`src/shared/coherency_pkg.sv`:
```
package coherency_pkg;

  localparam int ADDR_W      = 32;
  localparam int LINE_COUNT  = 16;
  localparam int INDEX_W     = 4;
  localparam int OFFSET_W    = 6;
  localparam int TAG_W       = ADDR_W - INDEX_W - OFFSET_W;
  localparam int INDEX_LSB   = OFFSET_W;
  localparam int TAG_LSB     = OFFSET_W + INDEX_W;
  localparam int QWORD_LSB   = 3;
  localparam logic [3:0] QWORD_LAST = 4'h7;

  typedef enum logic [2:0] {
    LINE_I = 3'b000,
    LINE_S = 3'b001,
    LINE_E = 3'b010,
    LINE_O = 3'b011,
    LINE_M = 3'b100
  } line_state_t;

  typedef enum logic {
    ST_LOOK = 1'b0,
    ST_MISS = 1'b1
  } fsm_state_t;

  // load or store from the core; held until cpu_ack
  typedef struct packed {
    logic              valid;
    logic              write;
    logic              atomic_exchange_op;
    logic              bus_lock;
    logic [2:0]        size_m1;
    logic [ADDR_W-1:0] addr;
  } cpu_req_t;

  // probe from another master; held until probe_ack
  typedef struct packed {
    logic              valid;
    logic              write;
    logic              caching;
    logic [ADDR_W-1:0] addr;
  } probe_req_t;

  typedef struct packed {
    logic valid;
    logic hit;
    logic supply;
    logic retained;
  } probe_rsp_t;

  // own miss: probe the other masters and read memory
  typedef struct packed {
    logic              valid;
    logic              write_probe;
    logic              victim_dirty;
    logic [ADDR_W-1:0] addr;
  } miss_req_t;

  typedef struct packed {
    logic valid;
    logic shared;
  } fill_rsp_t;

endpackage

```
`src/logic/moesi_cache_coherency.sv`:
```
`timescale 1ns/10ps
module moesi_cache_coherency
  import coherency_pkg::*;
(
  // clock and reset
  input  wire logic                     clock,
  input  wire logic                     rst,
  // core side
  input  wire coherency_pkg::cpu_req_t  cpu_req,
  output      logic                     cpu_ack,
  // probes from other masters
  input  wire coherency_pkg::probe_req_t probe_in,
  output      coherency_pkg::probe_rsp_t probe_ack,
  output      logic                     probe_stall,
  // own misses
  output      coherency_pkg::miss_req_t miss_out,
  input  wire coherency_pkg::fill_rsp_t fill_in
);
  import coherency_pkg::*;

  ////////////////////////////////////////////////////////////////////////////
  function automatic logic [INDEX_W-1:0] index_of(
    input logic [ADDR_W-1:0] a);
    index_of = a[TAG_LSB-1:INDEX_LSB];
  endfunction

  function automatic logic [TAG_W-1:0] tag_of(input logic [ADDR_W-1:0] a);
    tag_of = a[ADDR_W-1:TAG_LSB];
  endfunction

  function automatic logic holds_newest(input line_state_t s);
    holds_newest = (s == LINE_M) || (s == LINE_O);
  endfunction

  ////////////////////////////////////////////////////////////////////////////
  line_state_t      state_reg [LINE_COUNT];
  line_state_t      state_next[LINE_COUNT];
  logic [TAG_W-1:0] tag_reg   [LINE_COUNT];
  logic [TAG_W-1:0] tag_next  [LINE_COUNT];

  fsm_state_t fsm_reg;
  fsm_state_t fsm_next;
  logic       phase_reg;
  logic       phase_next;
  logic       lock_reg;
  logic       lock_next;
  logic       cpu_ack_reg;
  logic       cpu_ack_next;
  probe_rsp_t probe_ack_reg;
  probe_rsp_t probe_ack_next;
  miss_req_t  miss_reg;
  miss_req_t  miss_next;

  logic [ADDR_W-1:0]  second_addr;
  logic [ADDR_W-1:0]  cur_addr;
  logic [INDEX_W-1:0] cur_idx;
  logic [INDEX_W-1:0] probe_idx;
  line_state_t        cur_state;
  line_state_t        p_state;
  logic               c_hit;
  logic               p_hit;
  logic               crosses;
  logic               locked;
  logic               take_probe;
  logic               cpu_go;
  logic               fill_go;

  ////////////////////////////////////////////////////////////////////////////
  // lookup
  assign second_addr = {cpu_req.addr[ADDR_W-1:QWORD_LSB]
                        + {{(ADDR_W-QWORD_LSB-1){1'b0}}, 1'b1},
                        {QWORD_LSB{1'b0}}};
  assign cur_addr    = phase_reg ? second_addr : cpu_req.addr;
  assign cur_idx     = index_of(cur_addr);
  assign probe_idx   = index_of(probe_in.addr);
  assign cur_state   = state_reg[cur_idx];
  assign p_state     = state_reg[probe_idx];
  assign c_hit       = (cur_state != LINE_I)
                       && (tag_reg[cur_idx] == tag_of(cur_addr));
  assign p_hit       = (p_state != LINE_I)
                       && (tag_reg[probe_idx] == tag_of(probe_in.addr));
  // split only when the bytes leave one aligned quadword
  assign crosses     = ({1'b0, cpu_req.addr[QWORD_LSB-1:0]}
                        + {1'b0, cpu_req.size_m1}) > QWORD_LAST;
  assign locked      = cpu_req.atomic_exchange_op || cpu_req.bus_lock;
  // probes wait while a locked split access is between its halves
  assign take_probe  = probe_in.valid && !probe_ack_reg.valid
                       && !lock_reg;
  assign cpu_go      = (fsm_reg == ST_LOOK) && cpu_req.valid
                       && !cpu_ack_reg && !take_probe;
  assign fill_go     = (fsm_reg == ST_MISS) && fill_in.valid;

  ////////////////////////////////////////////////////////////////////////////
  // next state
  always_comb begin
    state_next     = state_reg;
    tag_next       = tag_reg;
    fsm_next       = fsm_reg;
    phase_next     = phase_reg;
    lock_next      = lock_reg;
    cpu_ack_next   = 1'b0;
    probe_ack_next = '0;
    miss_next      = miss_reg;

    if (take_probe) begin
      probe_ack_next.valid  = 1'b1;
      probe_ack_next.hit    = p_hit;
      probe_ack_next.supply = p_hit && holds_newest(p_state);
      if (p_hit) begin
        if (probe_in.write) begin
          state_next[probe_idx] = LINE_I;
        end else if (probe_in.caching) begin
          if (p_state == LINE_M) begin
            state_next[probe_idx] = LINE_O;
          end else if (p_state == LINE_E) begin
            state_next[probe_idx] = LINE_S;
          end
        end
        // non-caching read probe keeps the line as it is
      end
      probe_ack_next.retained = p_hit && !probe_in.write;
    end

    case (fsm_reg)
      ST_LOOK: begin
        if (cpu_go) begin
          if (c_hit) begin
            // reads keep the state; writes always end modified
            if (cpu_req.write) begin
              state_next[cur_idx] = LINE_M;
            end
            if (crosses && !phase_reg) begin
              phase_next = 1'b1;
              lock_next  = locked;
            end else begin
              cpu_ack_next = 1'b1;
              phase_next   = 1'b0;
              lock_next    = 1'b0;
            end
          end else begin
            miss_next.valid        = 1'b1;
            miss_next.write_probe  = cpu_req.write;
            miss_next.addr         = cur_addr;
            miss_next.victim_dirty = (cur_state != LINE_I)
                                     && holds_newest(cur_state);
            fsm_next               = ST_MISS;
          end
        end
      end
      ST_MISS: begin
        if (fill_go) begin
          // fill never owns; a write retries as a hit on the filled shared or exclusive line
          tag_next[cur_idx]   = tag_of(cur_addr);
          state_next[cur_idx] = fill_in.shared ? LINE_S : LINE_E;
          miss_next           = '0;
          fsm_next            = ST_LOOK;
        end
      end
      default: begin
        fsm_next = ST_LOOK;
      end
    endcase
  end

  ////////////////////////////////////////////////////////////////////////////
  // registers
  always_ff @(posedge clock or posedge rst) begin
    if (rst) begin
      for (int i = 0; i < LINE_COUNT; i++) begin
        state_reg[i] <= LINE_I;
        tag_reg[i]   <= '0;
      end
      fsm_reg       <= ST_LOOK;
      phase_reg     <= 1'b0;
      lock_reg      <= 1'b0;
      cpu_ack_reg   <= 1'b0;
      probe_ack_reg <= '0;
      miss_reg      <= '0;
    end else begin
      for (int i = 0; i < LINE_COUNT; i++) begin
        state_reg[i] <= state_next[i];
        tag_reg[i]   <= tag_next[i];
      end
      fsm_reg       <= fsm_next;
      phase_reg     <= phase_next;
      lock_reg      <= lock_next;
      cpu_ack_reg   <= cpu_ack_next;
      probe_ack_reg <= probe_ack_next;
      miss_reg      <= miss_next;
    end
  end

  assign cpu_ack     = cpu_ack_reg;
  assign probe_ack   = probe_ack_reg;
  assign probe_stall = lock_reg;
  assign miss_out    = miss_reg;
endmodule

```
`config.mk`:
```
export PLATFORM = sky130hd
export DESIGN_NAME = moesi_cache_coherency
export DESIGN_NICKNAME = d
export VERILOG_FILES = /design/src/shared/coherency_pkg.sv /design/src/logic/moesi_cache_coherency.sv
export SDC_FILE = /design/constraint.sdc
export NUM_CORES = 1
export LEC_CHECK = 0
export ABC_CLOCK_PERIOD_IN_PS = 16500
export BUFFER_PORTS_ARGS = -buffer_cell sky130_fd_sc_hd__buf_4
export CAP_MARGIN = 10
export CORE_MARGIN = 2
export CORE_UTILIZATION = 63
export DETAILED_ROUTE_END_ITERATION = 10
export HOLD_SLACK_MARGIN = 0.1
export PLACE_DENSITY = 0.87
export SLEW_MARGIN = 20
export SYNTH_ARGS = -nofsm -noshare
export SYNTH_HDL_FRONTEND = slang
export SYNTH_SLANG_ARGS = --single-unit
```
`constraint.sdc`:
```
create_clock -name clock -period 16.5 [get_ports clock]
set_clock_uncertainty 0.1 [all_clocks]
set_input_delay 0 -clock clock [delete_from_list [all_inputs] [get_ports clock]]
set_output_delay 0 -clock clock [all_outputs]
set_load 0.02 [all_outputs]
```
# After elaboration in Yosys (flattened, before gate mapping)
# Cells that the tools add are included.
# totals
elab_cells	151
inputBits	78
reg_bits	443
# classes
add_sub_neg	2
n_reduce_logical	28
mux	48
eq_ne	10
n_bitwise	14
order_cmp	5
# op_table
operator	count
48-bit 2-to-1 mux	10
352-bit bitwise mux	1
22-bit binary-select mux with 4-bit select	2
22-bit 2-to-1 mux	5
35-bit 2-to-1 mux	3
48-bit case mux with 2 select lines	1
22-bit demux with 4-bit select	1
35-bit case mux with 2 select lines	1
32-bit bitwise AND	2
32-bit inverter	2
48-bit bitwise AND	1
48-bit bitwise mux	1
48-bit inverter	1
22-bit == test	2
32-bit 2-to-1 mux	1
16-bit bitwise OR	2
32-bit bitwise OR	1
29-bit by 1-bit adder with 29-bit output (second input constant)	1
3-bit binary-select mux with 4-bit select	2
3-bit demux with 4-bit select	2
3-bit 2-to-1 mux	6
16-bit bitwise AND	1
16-bit inverter	1
1-bit logical AND	14
19 further kinds	43

# Logic depth before layout (Yosys ltp)
# logic_depth
ltp_word	18
mapped_depth	20
depth_no_buf	11

# Worst setup path after synthesis
# OpenSTA, ideal clock, no wires.
# synth_timing
path_kind	reg-to-reg
startpoint	register phase_reg
endpoint	register state_reg[31] (netlist name)
period_less_slack_ns	4.077
arrival_time_ns	3.853
path_slack_ns	12.423
path_stages_with_launch	14
cell_sequence	dfrtp_1 buf_4 and4_1 xnor2_1 mux4_2 or2_2 and4b_1 xnor2_1 or3_1 or4_1 buf_2 or3_1 buf_4 o31a_1
# synth_lines
item	line_no	source
start, declared	moesi_cache_coherency.sv:43	logic phase_reg;
start signal, assigned	moesi_cache_coherency.sv:185	phase_reg <= phase_next;
end signal, assigned by index	moesi_cache_coherency.sv:181	state_reg[i] <= state_next[i];
end, declared	moesi_cache_coherency.sv:36	line_state_t state_reg [LINE_COUNT];

# Worst setup path after layout
# layout_timing
startpoint	register phase_reg
endpoint	register lock_reg, in the netlist probe_stall
# layout_via
elab_chain_cells	8
# layout_lines
item	line_no	source
32-bit 2-to-1 mux	moesi_cache_coherency.sv:73	assign cur_addr = phase_reg ? second_addr : cpu_req.addr;
4-bit inverter with 5-bit output (not written as such)	moesi_cache_coherency.sv:76, moesi_cache_coherency.sv:79	
22-bit binary-select mux with 4-bit select / 3-bit binary-select mux with 4-bit select (equally long branches)	moesi_cache_coherency.sv:79, moesi_cache_coherency.sv:76	
22-bit 2-to-1 mux (not written as such) / 3-bit 2-to-1 mux (equally long branches) (2 in a row)	moesi_cache_coherency.sv:79, moesi_cache_coherency.sv:76	
22-bit == test / 3-bit nonzero test (equally long branches)	moesi_cache_coherency.sv:79, moesi_cache_coherency.sv:78	
1-bit logical AND	moesi_cache_coherency.sv:79	&& (tag_reg[cur_idx] == tag_of(cur_addr));
3-bit AND reduction (no source line)	n/a	
end signal, assigned	moesi_cache_coherency.sv:186	lock_reg <= lock_next;
end, declared	moesi_cache_coherency.sv:45	logic lock_reg;
# Parallel ways exist; a longest one is shown, timed or not. The select of a mux whose other input is x is not followed.
# A chain may end at the register's enable or synchronous reset.

==> metrics.csv <==
stage,metric,value,unit
floorplan,die_y,214.9,microns
placement,io_buffers,112,
clock_network,cts.sink_count,443,
setup_path,critPathRequiredTime,16.93,ns
setup_path,endpoint_kind,register,
power,power_frac_seq,44.0,%
layout,drive_above_1_share,12.02,%
clock_network,root_buffer,clkbuf_16,
power,design_power_total,0.003526,W
power,intPower,0.002338,W
logic_synthesis,ys_ff_latch,443,
drt,wire_per_inst,25.01,microns
layout,area_growth,11.51,%
drt,wirelength,97800,microns
power,vdd_ir_drop_max,0.08182,mV
setup_path,critPathSlowestCell,nand4_1,
drt,final_antenna_net_count,0,
sta,hold_viol,0,
status,status,"finished, final reports clean",
drt,dr.pass1.iters,8,
clock_network,cts_buffers,48,
power,comb_power_share,25.5,%
floorplan,start_util,63.65,%
logic_synthesis,yosys_warnings,0,
layout,layout_common_cells,"nand2_1 (689), dfrtp_1 (443), o21ai_0 (411)",
setup_path,path_buf_inv,4,
setup_path,cp_max_fo,47,
logic_synthesis,synthArstFlopShare,100.0,%
layout,n_antenna_cell,0,
sta,max_freq,144.2,MHz
layout,postLayoutCellArea,31250,sq um
grt,antenna_found_initial,2,
logic_synthesis,synth_top_area_share,39.56,%
setup_path,max_stage_delay,0.82,ns
logic_synthesis,synth.distinct_cells,74,
drt,vias_per_cell,6.986,
floorplan,die_x,214.9,microns
setup_path,cp_top_family,simple AND/OR/NAND/NOR gates,
clock_network,cts_tree,built,
sta,tightest_slew,1.216,ns
logic_synthesis,synth_top_cell_by_area,dfrtp_1,
power,switchingPower,0.001187,W
setup_path,path_cells,nand4_1 > buf_4 > nand4_1 > a21oi_1 > buf_4 > nor2_2 > buf_4 > o2111ai_1 > xor2_1 > a2111oi_0 > nand4_1 > nor3_1 > mux2i_1 > dlygate4sd3_1,
drt,drc,0,
floorplan,die_area,46180,sq um
layout,final_core_utilization,70.97,%
placement,gp_congestion,0.9429,
hold_path,worstHoldPathType,in2async,
grt,grt_util_all_layers,41.62,%
setup_path,crit_type,reg2reg,
layout,final_common_cell,nand2_1,
flow_run,cap_violations,0,
logic_synthesis,synth_nets,3362,
drt,drt_iter0_drc,4092,
logic_synthesis,synth.area.top_cells,"dfrtp_1 (40%), nand2_1 (9.4%), o21ai_0 (7.3%), mux4_2 (6.9%), mux2i_1 (5.7%)",
clock_network,htree_levels,2,
clock_network,clk_pin_slew,0.06,ns
setup_path,cp-start-kind,register,
grt,grt_max_degree,137,
logic_synthesis,ys_seq_area_share,39.56,%
logic_synthesis,syn_area,28020,sq um
floorplan,rows,77,
placement,hpwl,57440,microns
grt,grt-ovfl-total,0,
sta,drv_slew,0,
grt,grt_pass1_wl,148700,microns
logic_synthesis,synth_edf_count,0,
logic_synthesis,synthFlopType,dfrtp_1,
layout,largest_register_ffs,352,
clock_network,worstSkewPairLatency,0.62,ns
drt,via_count,27320,
setup_path,crit_arrival,7.37,ns
logic_synthesis,syn_avg_cell_area,8.541,sq um
grt,grt_pass1_vias,26550,
sta,rsz0062_at_grt,no,
sta,setup_viol,0,
placement,dpl_cell_area,29080,sq um
sta,setup-tns-final,0,ns
logic_synthesis,synthCells,3281,
sta,min_period,6.933,ns
sta,slew_headroom,18.92,%
sta,fin_hold_ws,0.05033,ns
power,leakage,13.20,nW
layout,finish.net_count,3365,
clock_network,max-clock-path-buffers,3,
power,pwr-share-clk,30.5,%
layout,nFillCells,3219,
sta,period_share,42.02,%
floorplan,core,44030,sq um
power,pwr_density_cell,112.8,nW/um^2
power,switching_share,33.68,%
floorplan,io_pins,119,
==> cell families after synthesis <==
| group | after synthesis | share of synthesized area [%] |
|---|---|---|
| mux | 265 | 13.82 |
| compound gates | 889 | 17.75 |
| fa+ha+maj | 3 | 0.1340 |
| buf+inv | 302 | 4.492 |
| flops | 443 | 39.56 |
| simple gates | 1303 | 21.80 |
| xor+xnor | 76 | 2.442 |
==> path summary, 6_finish.rpt <==
path | start | end | slack (ns) | cells after the start
setup reg to reg | phase_reg | probe_stall | 9.57 | 14
setup / recovery | phase_reg | probe_stall | 9.57 | 14
hold reg to reg | miss_out[34] | miss_out[34] | 0.39 | 2
hold / removal | rst | probe_ack[1] | 0.05 | 3
min in group clock | cpu_req[6] | miss_out[6] | 0.11 | 4
max in group asynchronous | rst | tag_reg[247] | 14.66 | 4
==> timing repair <==
item | CTS | global route
setup buffers | 0 | 0
hold buffers | 62 | 0
gates resized for setup | 0 | 0
hold endpoints to repair | 551 | 0
==> Yosys cell counts (13+ instances only) <==
master	number
buf_2	55
and3_1	29
buf_1	29
or3_1	16
o21a_1	15
nor2_1	72
mux4_2	86
a31oi_1	29
nand2b_1	241
nor3_1	137
nand2_1	705
o21ai_0	411
dfrtp_1	443
mux2i_1	160
nand4_1	17
nand3_1	26
buf_4	13
a21oi_1	269
a22oi_1	14
clkbuf_1	195
xor2_1	37
o211ai_1	15
o22ai_1	38
xnor2_1	38
==> power by group through the flow <==
stage	sequential, W	clock, W	combinational, W
4_1_cts	0.00154	0.00107	0.000881
6_report	0.00155	0.00108	0.000899
2_1_floorplan	0.00151	0	0.000624
5_1_grt	0.00157	0.00112	0.000981
3_5_place_dp	0.00155	0	0.000860
3_3_place_gp	0.00153	0	0.000814
==> worst register-to-register path, cell delays in order (launching register included) <==
cell	delay [ns]
dfrtp_1	0.65
nand4_1	0.83
buf_4	0.63
nand4_1	0.25
a21oi_1	0.08
buf_4	0.27
nor2_2	0.34
buf_4	0.46
o2111ai_1	0.23
xor2_1	0.19
a2111oi_0	0.45
nand4_1	0.82
nor3_1	0.64
mux2i_1	0.31
dlygate4sd3_1	0.61
==> metrics by stage <==
| step | cells | setup slack, ns |
|---|---|---|
| after CTS | 3911 | 9.951 |
| after detailed placement | 3764 | 10.03 |
| after floorplan | 3281 | 4.056 |
| after global routing | 3911 | 9.348 |
| after global placement | 3764 | 10.13 |
| final | 3911 | 9.567 |
==> metal layers <==
metal	wire, microns	share of wire (%)	vias to the layer above	GRT usage [%]
li1	-	-	11570	-
met1	33730	34	13000	51.67
met2	42460	43	2163	62.50
met3	13670	14	594	12.24
met4	7942	8.1	0	29.63
met5	0	0	-	0
==> layout make-up <==
class,instances,area (sq um),area share [%]
clock buffer,76,1436,4.597
clock inverter,9,85.08,0.2723
inverter,9,41.29,0.1321
multi-input combinational,2536,15830,50.67
sequential,443,11090,35.48
tap,592,740.7,2.370
timing repair buffer,246,2024,6.479
Note: power is estimated with default switching activity, not from simulation.
